### src/logic/sdp_pkg.sv
package sdp_pkg;
    // ------------------------------------------------------------------
    // Register map of the debug status and control view.
    // ------------------------------------------------------------------
    localparam logic [3:0]  ADDR_STATUS_CTRL = 4'h0;   // Debug status and control.
    localparam logic [3:0]  ADDR_SECURE_USER = 4'h4;   // Secure-user enable bits.
    localparam logic [3:0]  ADDR_CPU_STATE   = 4'h8;   // Core state and permission view.
    localparam logic [3:0]  ADDR_EVENT       = 4'hc;   // Last event outcome.

    // ------------------------------------------------------------------
    // Field positions.
    // ------------------------------------------------------------------
    localparam int MODE_SEL_LSB    = 14;   // Debug-mode select field, bits 15:14.
    localparam int SPI_VIEW_BIT    = 16;   // Sampled secure invasive enable.
    localparam int SPNI_VIEW_BIT   = 17;   // Sampled secure non-invasive enable.
    localparam int SUI_BIT         = 0;    // Secure-user invasive bit.
    localparam int SUNI_BIT        = 1;    // Secure-user non-invasive bit.

    // ------------------------------------------------------------------
    // Reset values and encodings.
    // ------------------------------------------------------------------
    localparam logic [1:0]  MODE_SEL_RST   = 2'h0;   // No debug-mode after reset.
    localparam logic [1:0]  SU_BITS_RST    = 2'h0;   // Secure-user bits clear.
    localparam logic [1:0]  MODE_MONITOR   = 2'h2;   // Monitor encoding.
    localparam logic [4:0]  CPU_MODE_USER  = 5'h10;  // User mode code.
    localparam logic [4:0]  CPU_MODE_MON   = 5'h16;  // Secure Monitor mode code.
    localparam int          SYNC_STAGES    = 2;      // Enable synchroniser depth.

    // Outcome of a debug event.
    typedef enum logic [3:0] {
        SDP_ACT_NONE    = 4'h1,
        SDP_ACT_HALT    = 4'h2,
        SDP_ACT_EXCEPT  = 4'h4,
        SDP_ACT_PABORT  = 4'h8
    } sdp_action_t;
endpackage

### src/logic/sdp_perm_if.sv
interface sdp_perm_if;
    logic       dbg_en;        // Synchronised global debug enable.
    logic       spi_en;        // Synchronised secure invasive enable.
    logic       spni_en;       // Synchronised secure non-invasive enable.
    logic       sui_bit;       // Secure-user invasive bit.
    logic       suni_bit;      // Secure-user non-invasive bit.
    logic       ns_bit;        // Non-secure state bit.
    logic [4:0] cpu_mode;      // Current processor mode.
    logic       inv_ok;        // Invasive debug permitted.
    logic       noninv_ok;     // Non-invasive debug permitted.
    logic       restricted;    // Permission only through the secure-user bit.

    modport core (input dbg_en, spi_en, spni_en, sui_bit, suni_bit, ns_bit, cpu_mode,
                  output inv_ok, noninv_ok, restricted);
    modport user (output dbg_en, spi_en, spni_en, sui_bit, suni_bit, ns_bit, cpu_mode,
                  input inv_ok, noninv_ok, restricted);
endinterface

### src/logic/sdp_sync.sv
module sdp_sync (
    input  wire logic       clk_i,      // Core clock.
    input  wire logic       rst_n_i,    // Asynchronous reset, active low.
    input  wire logic [2:0] async_i,    // Enable pins from the security controller.
    output logic      [2:0] sync_o      // Enables in the core clock domain.
);
    // ------------------------------------------------------------------
    // Two-flop synchronisers; the first stage feeds only the second.
    // ------------------------------------------------------------------
    logic [2:0] meta_reg;
    logic [2:0] meta_next;
    logic [2:0] sync_reg;
    logic [2:0] sync_next;

    // Next values simply shift one stage.
    always_comb begin
        meta_next = async_i;
        sync_next = meta_reg;
    end

    // Pins may change at any time, running or halted, so they are always resampled.
    always_ff @(posedge clk_i or negedge rst_n_i) begin
        if (!rst_n_i) begin
            meta_reg <= 3'h0;
            sync_reg <= 3'h0;
        end else begin
            meta_reg <= meta_next;
            sync_reg <= sync_next;
        end
    end

    assign sync_o = sync_reg;
endmodule

### src/logic/sdp_perm.sv
module sdp_perm (
    sdp_perm_if.core p    // Permission inputs and verdicts.
);
    // ------------------------------------------------------------------
    // Permission decode for the current security state and mode.
    // ------------------------------------------------------------------
    logic secure_user;
    logic secure_priv;
    logic is_monitor;

    // Decode the security context, then grant per kind of debug.
    always_comb begin
        is_monitor  = (p.cpu_mode == sdp_pkg::CPU_MODE_MON);
        secure_user = !p.ns_bit && (p.cpu_mode == sdp_pkg::CPU_MODE_USER);
        secure_priv = (!p.ns_bit || is_monitor) && !secure_user;
        p.inv_ok    = 1'b0;
        p.noninv_ok = 1'b0;
        p.restricted = 1'b0;
        if (p.dbg_en) begin
            if (p.spi_en) begin
                p.inv_ok = 1'b1;
            end else if (secure_priv) begin
                p.inv_ok = 1'b0;
            end else if (secure_user) begin
                p.inv_ok     = p.sui_bit;
                p.restricted = p.sui_bit;
            end else begin
                p.inv_ok = 1'b1;
            end
            if (p.spni_en || !(secure_priv || secure_user)) begin
                p.noninv_ok = 1'b1;
            end else if (secure_user) begin
                p.noninv_ok = p.suni_bit;
            end
        end
    end
endmodule

### src/logic/sdp_top.sv
// How it works
// - Secure invasive pin high permits all Secure modes.
// - Pin low: Secure user only by user bit.
// - Secure non-invasive pin high permits all Secure.
// - Pin low: non-invasive user by user bit.
// - Global enable low disables all; field reads zero.
// - Selected mode applies everywhere when both enabled.
// - User bit clear: only Non-secure, not Monitor.
// - User bit set: add Secure User mode.
// - Halting through user bit gives restricted capability.
// - No mode: only breakpoint, request, halt act.
// - Unpermitted keeps mode selection, suppresses effect.
// - Debug exceptions are handled in privileged mode.
// - Enables may change while running or halted.
// - Status shows sampled secure enable views.
// - Global enable seen only via field readback.
// - Request or halt enters debug when permitted.
//
// Local design decisions: the placing of the registers and the address-and-strobe port.
module sdp_top (
    input  wire logic        clk_i,                       // Core clock, 40 MHz.
    input  wire logic        rst_n_i,                     // Asynchronous reset, active low.
    input  wire logic        global_debug_en_i,           // Global debug enable pin.
    input  wire logic        secure_priv_invasive_en_i,   // Secure invasive enable pin.
    input  wire logic        secure_priv_noninvasive_en_i,// Secure non-invasive enable pin.
    input  wire logic        nonsecure_state_bit_i,       // Core is in Non-secure state.
    input  wire logic [4:0]  cpu_mode_i,                  // Current processor mode.
    input  wire logic        sw_event_i,                  // Software debug event pulse.
    input  wire logic        breakpoint_instruction_i,    // Breakpoint instruction committed.
    input  wire logic        ext_debug_req_i,             // External debug request level.
    input  wire logic        debug_scan_port_halt_i,      // Halt from debug scan port pulse.
    input  wire logic        debug_exit_i,                // Leave debug state pulse.
    input  wire logic [3:0]  addr_i,                      // Register address.
    input  wire logic [31:0] wdata_i,                     // Write data.
    input  wire logic        wr_i,                        // Write strobe.
    input  wire logic        rd_i,                        // Read strobe.
    output logic      [31:0] rdata_o,                     // Read data, one cycle later.
    output logic             invasive_ok_o,               // Invasive debug permitted.
    output logic             noninvasive_ok_o,            // Non-invasive debug permitted.
    output logic             halt_restricted_o,           // Halting with restricted capability.
    output logic             debug_state_o,               // Core held in debug state.
    output logic             debug_exception_o,           // Take debug exception pulse.
    output logic             prefetch_abort_o,            // Breakpoint turned into abort pulse.
    output logic             exception_priv_o             // Handle exception in privileged mode.
);
    // ------------------------------------------------------------------
    // Synchronised enables and permission decode.
    // ------------------------------------------------------------------
    logic [2:0] pins_sync;
    sdp_perm_if perm ();

    // The sampled view lags the pins by the synchroniser depth.
    sdp_sync u_sync (
        .clk_i   (clk_i),
        .rst_n_i (rst_n_i),
        .async_i ({secure_priv_noninvasive_en_i, secure_priv_invasive_en_i,
                   global_debug_en_i}),
        .sync_o  (pins_sync)
    );

    sdp_perm u_perm (
        .p (perm.core)
    );

    // ------------------------------------------------------------------
    // State registers.
    // ------------------------------------------------------------------
    logic [1:0]  mode_sel_reg;
    logic [1:0]  mode_sel_next;
    logic [1:0]  su_bits_reg;
    logic [1:0]  su_bits_next;
    logic        dbg_state_reg;
    logic        dbg_state_next;
    logic        exc_reg;
    logic        exc_next;
    logic        pabt_reg;
    logic        pabt_next;
    logic [3:0]  last_act_reg;
    logic [3:0]  last_act_next;
    logic [31:0] rdata_reg;
    logic [31:0] rdata_next;

    // Feed the permission decode from registers and core state.
    always_comb begin
        perm.dbg_en   = pins_sync[0];
        perm.spi_en   = pins_sync[1];
        perm.spni_en  = pins_sync[2];
        perm.sui_bit  = su_bits_reg[sdp_pkg::SUI_BIT];
        perm.suni_bit = su_bits_reg[sdp_pkg::SUNI_BIT];
        perm.ns_bit   = nonsecure_state_bit_i;
        perm.cpu_mode = cpu_mode_i;
    end

    // ------------------------------------------------------------------
    // Event decisions.
    // ------------------------------------------------------------------
    logic mode_halting;
    logic mode_monitor;
    logic permitted;

    // The stored selection is kept as written; the global enable only masks it.
    always_comb begin
        mode_halting = perm.dbg_en && mode_sel_reg[0];
        mode_monitor = perm.dbg_en && (mode_sel_reg == sdp_pkg::MODE_MONITOR);
        permitted    = perm.dbg_en && perm.inv_ok;
    end

    // Software writes steer the mode select and the secure-user bits.
    always_comb begin
        mode_sel_next = mode_sel_reg;
        su_bits_next  = su_bits_reg;
        if (wr_i && (addr_i == sdp_pkg::ADDR_STATUS_CTRL)) begin
            mode_sel_next = wdata_i[sdp_pkg::MODE_SEL_LSB +: 2];
        end
        if (wr_i && (addr_i == sdp_pkg::ADDR_SECURE_USER)) begin
            su_bits_next = wdata_i[1:0];
        end
    end

    // Each event picks one outcome; unpermitted events fall back to ignore or abort.
    always_comb begin
        dbg_state_next = dbg_state_reg;
        exc_next       = 1'b0;
        pabt_next      = 1'b0;
        last_act_next  = last_act_reg;
        if (dbg_state_reg) begin
            if (debug_exit_i) begin
                dbg_state_next = 1'b0;
            end
        end else if (permitted && (ext_debug_req_i || debug_scan_port_halt_i)) begin
            dbg_state_next = 1'b1;
            last_act_next  = sdp_pkg::SDP_ACT_HALT;
        end else if (sw_event_i || breakpoint_instruction_i) begin
            if (permitted && mode_halting) begin
                dbg_state_next = 1'b1;
                last_act_next  = sdp_pkg::SDP_ACT_HALT;
            end else if (permitted && mode_monitor) begin
                exc_next      = 1'b1;
                last_act_next = sdp_pkg::SDP_ACT_EXCEPT;
            end else if (breakpoint_instruction_i) begin
                pabt_next     = 1'b1;
                last_act_next = sdp_pkg::SDP_ACT_PABORT;
            end else begin
                last_act_next = sdp_pkg::SDP_ACT_NONE;
            end
        end
    end

    // ------------------------------------------------------------------
    // Read path: data stand in the cycle after the read strobe only.
    // ------------------------------------------------------------------
    always_comb begin
        rdata_next = 32'h0;
        if (rd_i) begin
            unique case (addr_i)
                sdp_pkg::ADDR_STATUS_CTRL: begin
                    rdata_next[sdp_pkg::MODE_SEL_LSB +: 2] =
                        perm.dbg_en ? mode_sel_reg : 2'h0;
                    rdata_next[sdp_pkg::SPI_VIEW_BIT]  = perm.spi_en;
                    rdata_next[sdp_pkg::SPNI_VIEW_BIT] = perm.spni_en;
                    rdata_next[0] = dbg_state_reg;
                end
                sdp_pkg::ADDR_SECURE_USER: begin
                    rdata_next[1:0] = su_bits_reg;
                end
                sdp_pkg::ADDR_CPU_STATE: begin
                    rdata_next[2:0] = {perm.restricted, perm.noninv_ok, perm.inv_ok};
                end
                sdp_pkg::ADDR_EVENT: begin
                    rdata_next[3:0] = last_act_reg;
                end
                default: begin
                    rdata_next = 32'h0;
                end
            endcase
        end
    end

    // All state registers; async reset loads constants only.
    always_ff @(posedge clk_i or negedge rst_n_i) begin
        if (!rst_n_i) begin
            mode_sel_reg  <= sdp_pkg::MODE_SEL_RST;
            su_bits_reg   <= sdp_pkg::SU_BITS_RST;
            dbg_state_reg <= 1'b0;
            exc_reg       <= 1'b0;
            pabt_reg      <= 1'b0;
            last_act_reg  <= sdp_pkg::SDP_ACT_NONE;
            rdata_reg     <= 32'h0;
        end else begin
            mode_sel_reg  <= mode_sel_next;
            su_bits_reg   <= su_bits_next;
            dbg_state_reg <= dbg_state_next;
            exc_reg       <= exc_next;
            pabt_reg      <= pabt_next;
            last_act_reg  <= last_act_next;
            rdata_reg     <= rdata_next;
        end
    end

    // ------------------------------------------------------------------
    // Outputs.
    // ------------------------------------------------------------------
    assign rdata_o           = rdata_reg;
    assign invasive_ok_o     = permitted;
    assign noninvasive_ok_o  = perm.dbg_en && perm.noninv_ok;
    assign halt_restricted_o = permitted && mode_halting && perm.restricted;
    assign debug_state_o     = dbg_state_reg;
    assign debug_exception_o = exc_reg;
    assign prefetch_abort_o  = pabt_reg;
    assign exception_priv_o  = exc_reg;
endmodule

### config.mk
export PLATFORM = sky130hd
export DESIGN_NAME = sdp_top
export DESIGN_NICKNAME = d
export VERILOG_FILES = /design/src/logic/sdp_pkg.sv /design/src/logic/sdp_perm_if.sv /design/src/logic/sdp_sync.sv /design/src/logic/sdp_perm.sv /design/src/logic/sdp_top.sv
export SDC_FILE = /design/constraint.sdc
export NUM_CORES = 1
export LEC_CHECK = 0
export BUFFER_PORTS_ARGS = -buffer_cell sky130_fd_sc_hd__buf_4
export CORE_ASPECT_RATIO = 0.9
export CORE_MARGIN = 2
export CORE_UTILIZATION = 31
export DETAILED_ROUTE_END_ITERATION = 10
export MAX_ROUTING_LAYER = met4
export PLACE_DENSITY = 0.67
export SYNTH_ARGS = -nofsm -noshare
export SYNTH_HDL_FRONTEND = slang
export SYNTH_SLANG_ARGS = --single-unit
### constraint.sdc
create_clock -name clk_i -period 4.6 [get_ports clk_i]
set_clock_uncertainty 0.1 [all_clocks]
set_input_delay 0.92 -clock clk_i [delete_from_list [all_inputs] [get_ports clk_i]]
set_output_delay 0.92 -clock clk_i [all_outputs]
set_load 0.005 [all_outputs]
; After elaboration in Yosys (flattened, before gate mapping)
; Index checks and enable logic that the tools add are counted.
[totals]
out_inout_bits = 39
elab_cells = 78
regBits = 49
input_bits = 54
[op_classes]
muxes = 39
n_bitwise = 1
eq_ne = 6
reduce_logical = 23
[ops]
columns = operator, count
row1 = 1-bit two-way mux, 28
row2 = 4-bit two-way mux, 6
row3 = 18-bit two-way mux, 1
row4 = 1-bit logical AND, 12
row5 = 5-bit equality test (second input constant), 2
row6 = 4-bit equality test (second input constant), 2
row7 = 1-bit logical OR, 5
row8 = 4-bit by 3-bit equality test with 1-bit output (second input constant), 1
row9 = 4-bit zero test, 1
row10 = 1-bit case mux with 4 select lines, 1
row11 = 1-bit zero test, 3
row12 = 1-bit case mux with 3 select lines, 1
row13 = 2-bit equality test (second input constant), 1
row14 = 2-bit two-way mux, 1
row15 = 1-bit case mux with 2 select lines, 1
row16 = 2-bit AND reduction, 1
row17 = 2-bit nonzero test, 1
row18 = 1-bit inverter, 1

; Longest topological paths before layout
[depth]
word_depth = 14
mapped_depth = 5
mapped_depth_nobuf = 4

; Modules after synthesis
; A second synthesis with hierarchy kept.
[hier_totals]
hier_cells = 112
area_unflattened_um2 = 1257.5
[by_module_without_submodules]
columns = mod, cells_per_inst, seq_area_each_um2, area_each_um2, n_inst
row1 = sdp_top, 97, 476.7, 1039.7, 1
row2 = sdp_sync, 6, 150.1, 150.1, 1
row3 = sdp_perm, 9, 0.0, 67.6, 1

; Worst setup path after synthesis
; Ideal clock, no wire load.
[synth_timing]
path_type = input port to output port
from = input port nonsecure_state_bit_i
to = output port invasive_ok_o
arrival_ns = 1.802
path_slack_ns = 1.778
required_time_ns = 3.580
n_path_buf = 0
cell_stages = 3
path_cell_list = or4b_4 o21ai_4 o21a_2
[synth_via]
elab_chain_cells = 8
word_cells_on_any_way = 10
cone_classes = mux: 4 / reduce/logical: 6
[synth_lines]
columns = item, line_no
row1 = "start, declared", sdp_top.sv:26  ; input wire logic nonsecure_state_bit_i,
row2 = 1-bit zero test (*), "sdp_perm.sv:14, sdp_perm.sv:15"
row3 = 1-bit logical AND, sdp_perm.sv:14  ; secure_user = !p.ns_bit && (p.cpu_mode == sdp_pkg::CPU_MODE_USER);
row4 = 1-bit zero test, sdp_perm.sv:15  ; secure_priv = (!p.ns_bit || is_monitor) && !secure_user;
row5 = 1-bit logical AND, sdp_perm.sv:15
row6 = 1-bit two-way mux (*), sdp_perm.sv:22  ; end else if (secure_priv) begin
row7 = 1-bit two-way mux (*), sdp_perm.sv:20  ; if (p.spi_en) begin
row8 = 1-bit two-way mux (*), sdp_perm.sv:19  ; if (p.dbg_en) begin
row9 = 1-bit logical AND (*), sdp_top.sv:105  ; permitted = perm.dbg_en && perm.inv_ok;
row10 = "end, declared", sdp_top.sv:38  ; output logic invasive_ok_o,
; Every way passes the cells marked *; elsewhere a longest branch is shown, timed or not.

; Worst setup path in the final report
[layout_timing]
from = input port cpu_mode_i[0]
to = output port noninvasive_ok_o
[layout_via]
elab_chain_cells = 10
word_cells_on_any_way = 13
cone_classes = eq/ne: 2 / mux: 3 / reduce/logical: 8
[layout_lines]
columns = item, line_no
row1 = "start, declared", sdp_top.sv:27  ; input wire logic [4:0] cpu_mode_i,
row2 = 5-bit equality test, sdp_perm.sv:14
row3 = 1-bit logical AND, sdp_perm.sv:14
row4 = 1-bit zero test, sdp_perm.sv:15
row5 = 1-bit logical AND, sdp_perm.sv:15
row6 = 1-bit logical OR, sdp_perm.sv:30  ; if (p.spni_en || !(secure_priv || secure_user)) begin
row7 = 1-bit zero test, sdp_perm.sv:30
row8 = 1-bit logical OR, sdp_perm.sv:30
row9 = 1-bit two-way mux (*), sdp_perm.sv:30
row10 = 1-bit two-way mux (*), sdp_perm.sv:19
row11 = 1-bit logical AND (*), sdp_top.sv:205  ; assign noninvasive_ok_o = perm.dbg_en && perm.noninv_ok;
row12 = "end, declared", sdp_top.sv:39  ; output logic noninvasive_ok_o,
; Marks and branches as above.

==> results.md <==
* Outcome: finished clean
* Critical path startpoint: cpu_mode_i[0]
* Number of hold violations in the final report at 0
* Sort of element at the start of the critical path: primary input
* Nets at 215
* Flip-flop count of the largest register after layout at 8
* Number of clock sinks at 25
* Number of optimization iterations in the first detailed-route pass at 4
* Initial core utilization at around a third
* Setup repair after global routing missed its margin: no
* Fraction of layout cells with a size suffix above 1 at roughly a third
* Avg Cell Area, Syn at 10.7 um2
* I/O pin total at 93
* Clk root buf: sky130_fd_sc_hd__clkbuf_8
* Vias at 934
* Final-report max-slew violation count at 0
* Post-synthesis register bit count at 25
* DP Area at 1540 um2
* Largest family of logic cells by synthesized area: simple AND/OR/NAND/NOR gates
* Number of buffers added to fix hold violations after cts at 0
* Post-route cell area at 1590 um2
* Crit path buffers/inverters at 2
* Count of input and output buffers at 40
* Slowest cell delay on critical path at 420 ps
* Xor-xnor portion of the synthesized cell area at 0%
* Die width at 71.9 um
* Gate Count Post-Synth at between 100 and 150
* Post-CTS Setup Repair Bufs at 0
* Worst r2r src: su_bits_reg[0]$_DFFE_PN0P_
* Capture instance of the worst register-to-register path: last_act_reg[2]$_DFFE_PN0P_
* Global-route wire length before repair at 3.90 mm
* Vias in the first global route at between 800 and 900
* Total core area at 4020 um2
* Period utilization at 70.1%
* Non-filler cells, final at 208
* GRT Total Usage at 11.2%
* DRC violation count after routing at 0
* Kind of critical path: in2out
* Clock network latency to the later pin of the worst-skew pair at 270 ps
* Overflow left after global routing at 0
* EDFF count, synth at 0
* Mapped cell area at around 1300 um2
* Portion of netlist area occupied by mux cells at 5.26%
* Maximum clock frequency at 310 MHz
* Count of unique library cells instantiated by Yosys at 35
* Die area at 4680 um2
* Die height at 65.1 um
* Aggregate negative setup slack at 0 ps
* Number of rows created at floorplan at 22
* Number of maximum-capacitance constraint violations at 0
* Synth Area in Simple Gates at 16.3%
* DR iter-0 viols at 89
* Post-DR vias/cell at 4.49
* Maximum fanout along the worst path at 5
* Category of cells accounting for the largest share of critical-path delay: compound AO/OA/AOI/OAI gates
* DRT antenna net count at 0
* Required time of the worst setup path at 3580 ps
* Worst setup slack for register-to-register paths at 2960 ps
* HPWL after detailed placement at just under 2 mm
* GP Congestion at 0.837
* Top cells by area, synth: sky130_fd_sc_hd__dfrtp_1 (47%), sky130_fd_sc_hd__buf_4 (15%), sky130_fd_sc_hd__mux2_2 (5.3%)
* Post-synthesis sequential area ratio at 48.8%
* Clock tree from TritonCTS: yes
* Final period demand of the worst path at 3220 ps
* Post-synth top area share at between 40% and 50%
* Compound-gate portion of the synthesized area at between 10% and 20%
* Clock input transition at the sequential cells of the worst setup and hold paths at around 90 ps
* Total Routed Length at 2.47 mm
* Adder-cell share of the synthesized area at 0%
* Growth of design area from synthesis to finish at 23.4%
* Cell with the largest stage delay on the worst path: sky130_fd_sc_hd__a311oi_1
* Cell taking the most area after synthesis: sky130_fd_sc_hd__dfrtp_1
* Async S/R FF share, synth at 100%
* Crit-path most repeated cell: sky130_fd_sc_hd__buf_4
* Timing endpoint of the critical path: noninvasive_ok_o
* Setup-violating endpoint count in the final report at 0
* Logic depth of the worst setup path including buffers at 6
* Maximum VDD drop at 0.113 mV
* Critical Path, Cell by Cell: buf_4 > nor3b_1 > a31oi_1 > a311oi_1 > nor2b_1 > buf_4
* Bufs on Longest Clock Path at 2
* Critical path endpoint category: output port
* Max H-tree Level at 1
* Pwr/cell area at 303 nW/um2
* Most used DFF post-synth: sky130_fd_sc_hd__dfrtp_1
* Number of placed instances, taps included at 204
* Number of cells on the worst reg-to-reg path at 4
* CTS buffer count at 3
* Number of antenna violations at the first check in global routing at 0
* LEAKAGE at 0.794 nW
* Classification of the worst-slack hold path: reg2reg
* Yosys warning total at 0
* Post-CTS Resized at 0
* Pin count of the biggest net entering global routing at 26
* Detailed-route wire length per cell at 11.9 um
* Data arrival time at the worst-slack endpoint at 2200 ps
* Total inserted antenna cells at 0
-- metal layers --
metal	vias up	routed length, um	global-route usage [%]	share of wire, %
li1	452	-	-	-
met1	443	1070	14.3	43
met2	35	1190	17.1	48
met3	4	166	1.56	6.7
met4	0	45	5.90	1.8
met5	-	0	-	0
-- cells in the final DEF, fill, tap and decap left out, drive strengths merged --
cell type | synthesis | final
nor3 | 2 | 2
o21ai | 6 | 6
a21boi | 1 | 1
nor2b | 4 | 4
a311oi | 1 | 1
and2 | 2 | 2
o211ai | 2 | 2
o21a | 1 | 1
o31ai | 2 | 2
mux2 | 6 | 6
nand2 | 7 | 7
a31oi | 2 | 2
a22o | 2 | 2
nand3 | 3 | 3
nor2 | 5 | 5
clkbuf | 1 | 3
o21ba | 1 | 1
a21oi | 2 | 2
nor3b | 1 | 1
clkinvlp | 0 | 1
buf | 26 | 40
dfstp | 1 | 1
conb | 1 | 24
and3b | 2 | 2
and4 | 1 | 1
dfrtp | 24 | 24
inv | 3 | 3
and3 | 4 | 4
a32o | 2 | 2
nand4 | 2 | 2
or4 | 1 | 1
or4b | 1 | 1
or3b | 1 | 1
-- cell families (layout without fill, tap and decap cells) --
| logic type | after synthesis | in the layout |
|---|---|---|
| simple gates | 36 | 36 |
| other cells | 1 | 24 |
| compound gates | 22 | 22 |
| mux | 6 | 6 |
| buf+inv | 30 | 47 |
| flops | 25 | 25 |
-- worst reg2reg max path: cells and delay by family (launching register included) --
| family | cells | cell delay, ps |
|---|---|---|
| simple gates | 1 | 490 |
| flops | 1 | 370 |
| compound gates | 3 | 580 |
-- worst min path at each step --
| stage | startpoint | endpoint | slack (ps) | cells past startpoint |
|---|---|---|---|---|
| 2_1_floorplan | u_sync.meta_reg[0]$_DFF_PN0_ | u_sync.sync_o[0]$_DFF_PN0_ | 230 | 0 |
| 3_3_place_gp | u_sync.meta_reg[0]$_DFF_PN0_ | u_sync.sync_o[0]$_DFF_PN0_ | 230 | 0 |
| 3_5_place_dp | u_sync.meta_reg[1]$_DFF_PN0_ | u_sync.sync_o[1]$_DFF_PN0_ | 230 | 0 |
| 4_1_cts | u_sync.meta_reg[1]$_DFF_PN0_ | u_sync.sync_o[1]$_DFF_PN0_ | 260 | 0 |
| 5_1_grt | u_sync.meta_reg[0]$_DFF_PN0_ | u_sync.sync_o[0]$_DFF_PN0_ | 260 | 0 |
| 6_report | u_sync.meta_reg[1]$_DFF_PN0_ | u_sync.sync_o[1]$_DFF_PN0_ | 250 | 0 |
-- cell type report --
| class | instances | area [um2] |
|---|---|---|
| Clock buffer | 3 | 41.3 |
| Clock inverter | 1 | 7.51 |
| Fill cell | 397 | 2430 |
| Inverter | 3 | 11.3 |
| Multi-Input combinational cell | 88 | 538 |
| Sequential cell | 25 | 627 |
| Tap cell | 48 | 60.1 |
| Timing Repair Buffer | 40 | 300 |
-- synthesized netlist by cell type (2+ instances only) --
cell                       n
sky130_fd_sc_hd__inv_1     3
sky130_fd_sc_hd__nand2_1   7
sky130_fd_sc_hd__and3_1    4
sky130_fd_sc_hd__a21oi_1   2
sky130_fd_sc_hd__and3b_1   2
sky130_fd_sc_hd__buf_4    25
sky130_fd_sc_hd__and2_1    2
sky130_fd_sc_hd__nor3_1    2
sky130_fd_sc_hd__a22o_1    2
sky130_fd_sc_hd__nand3_1   3
sky130_fd_sc_hd__nor2_1    5
sky130_fd_sc_hd__nor2b_1   4
sky130_fd_sc_hd__a32o_1    2
sky130_fd_sc_hd__a31oi_1   2
sky130_fd_sc_hd__dfrtp_1  24
sky130_fd_sc_hd__mux2_2    6
sky130_fd_sc_hd__nand4_1   2
sky130_fd_sc_hd__o31ai_1   2
sky130_fd_sc_hd__o21ai_0   5
-- stage by stage --
step | utilization (%) | worst slack [ps] | hold slack [ps] | total power, mW
global placement | 38.2 | 1420 | 232 | 0.349
detailed placement | 38.2 | 1400 | 235 | 0.350
CTS | 39.4 | 1390 | 256 | 0.483
global route | 39.4 | 1260 | 263 | 0.509
finish | 39.4 | 1380 | 255 | 0.480
floorplan | - | 1780 | 231 | 0.321
-- report_power, final --
group | total [mW] | internal (mW) | switching (mW)
Sequential | 0.259 | 0.242 | 0.0178
Combinational | 0.0859 | 0.0461 | 0.0398
Clock | 0.134 | 0.0615 | 0.0730
Total | 0.480 | 0.349 | 0.131
Note: power is estimated with default switching activity, not from simulation.
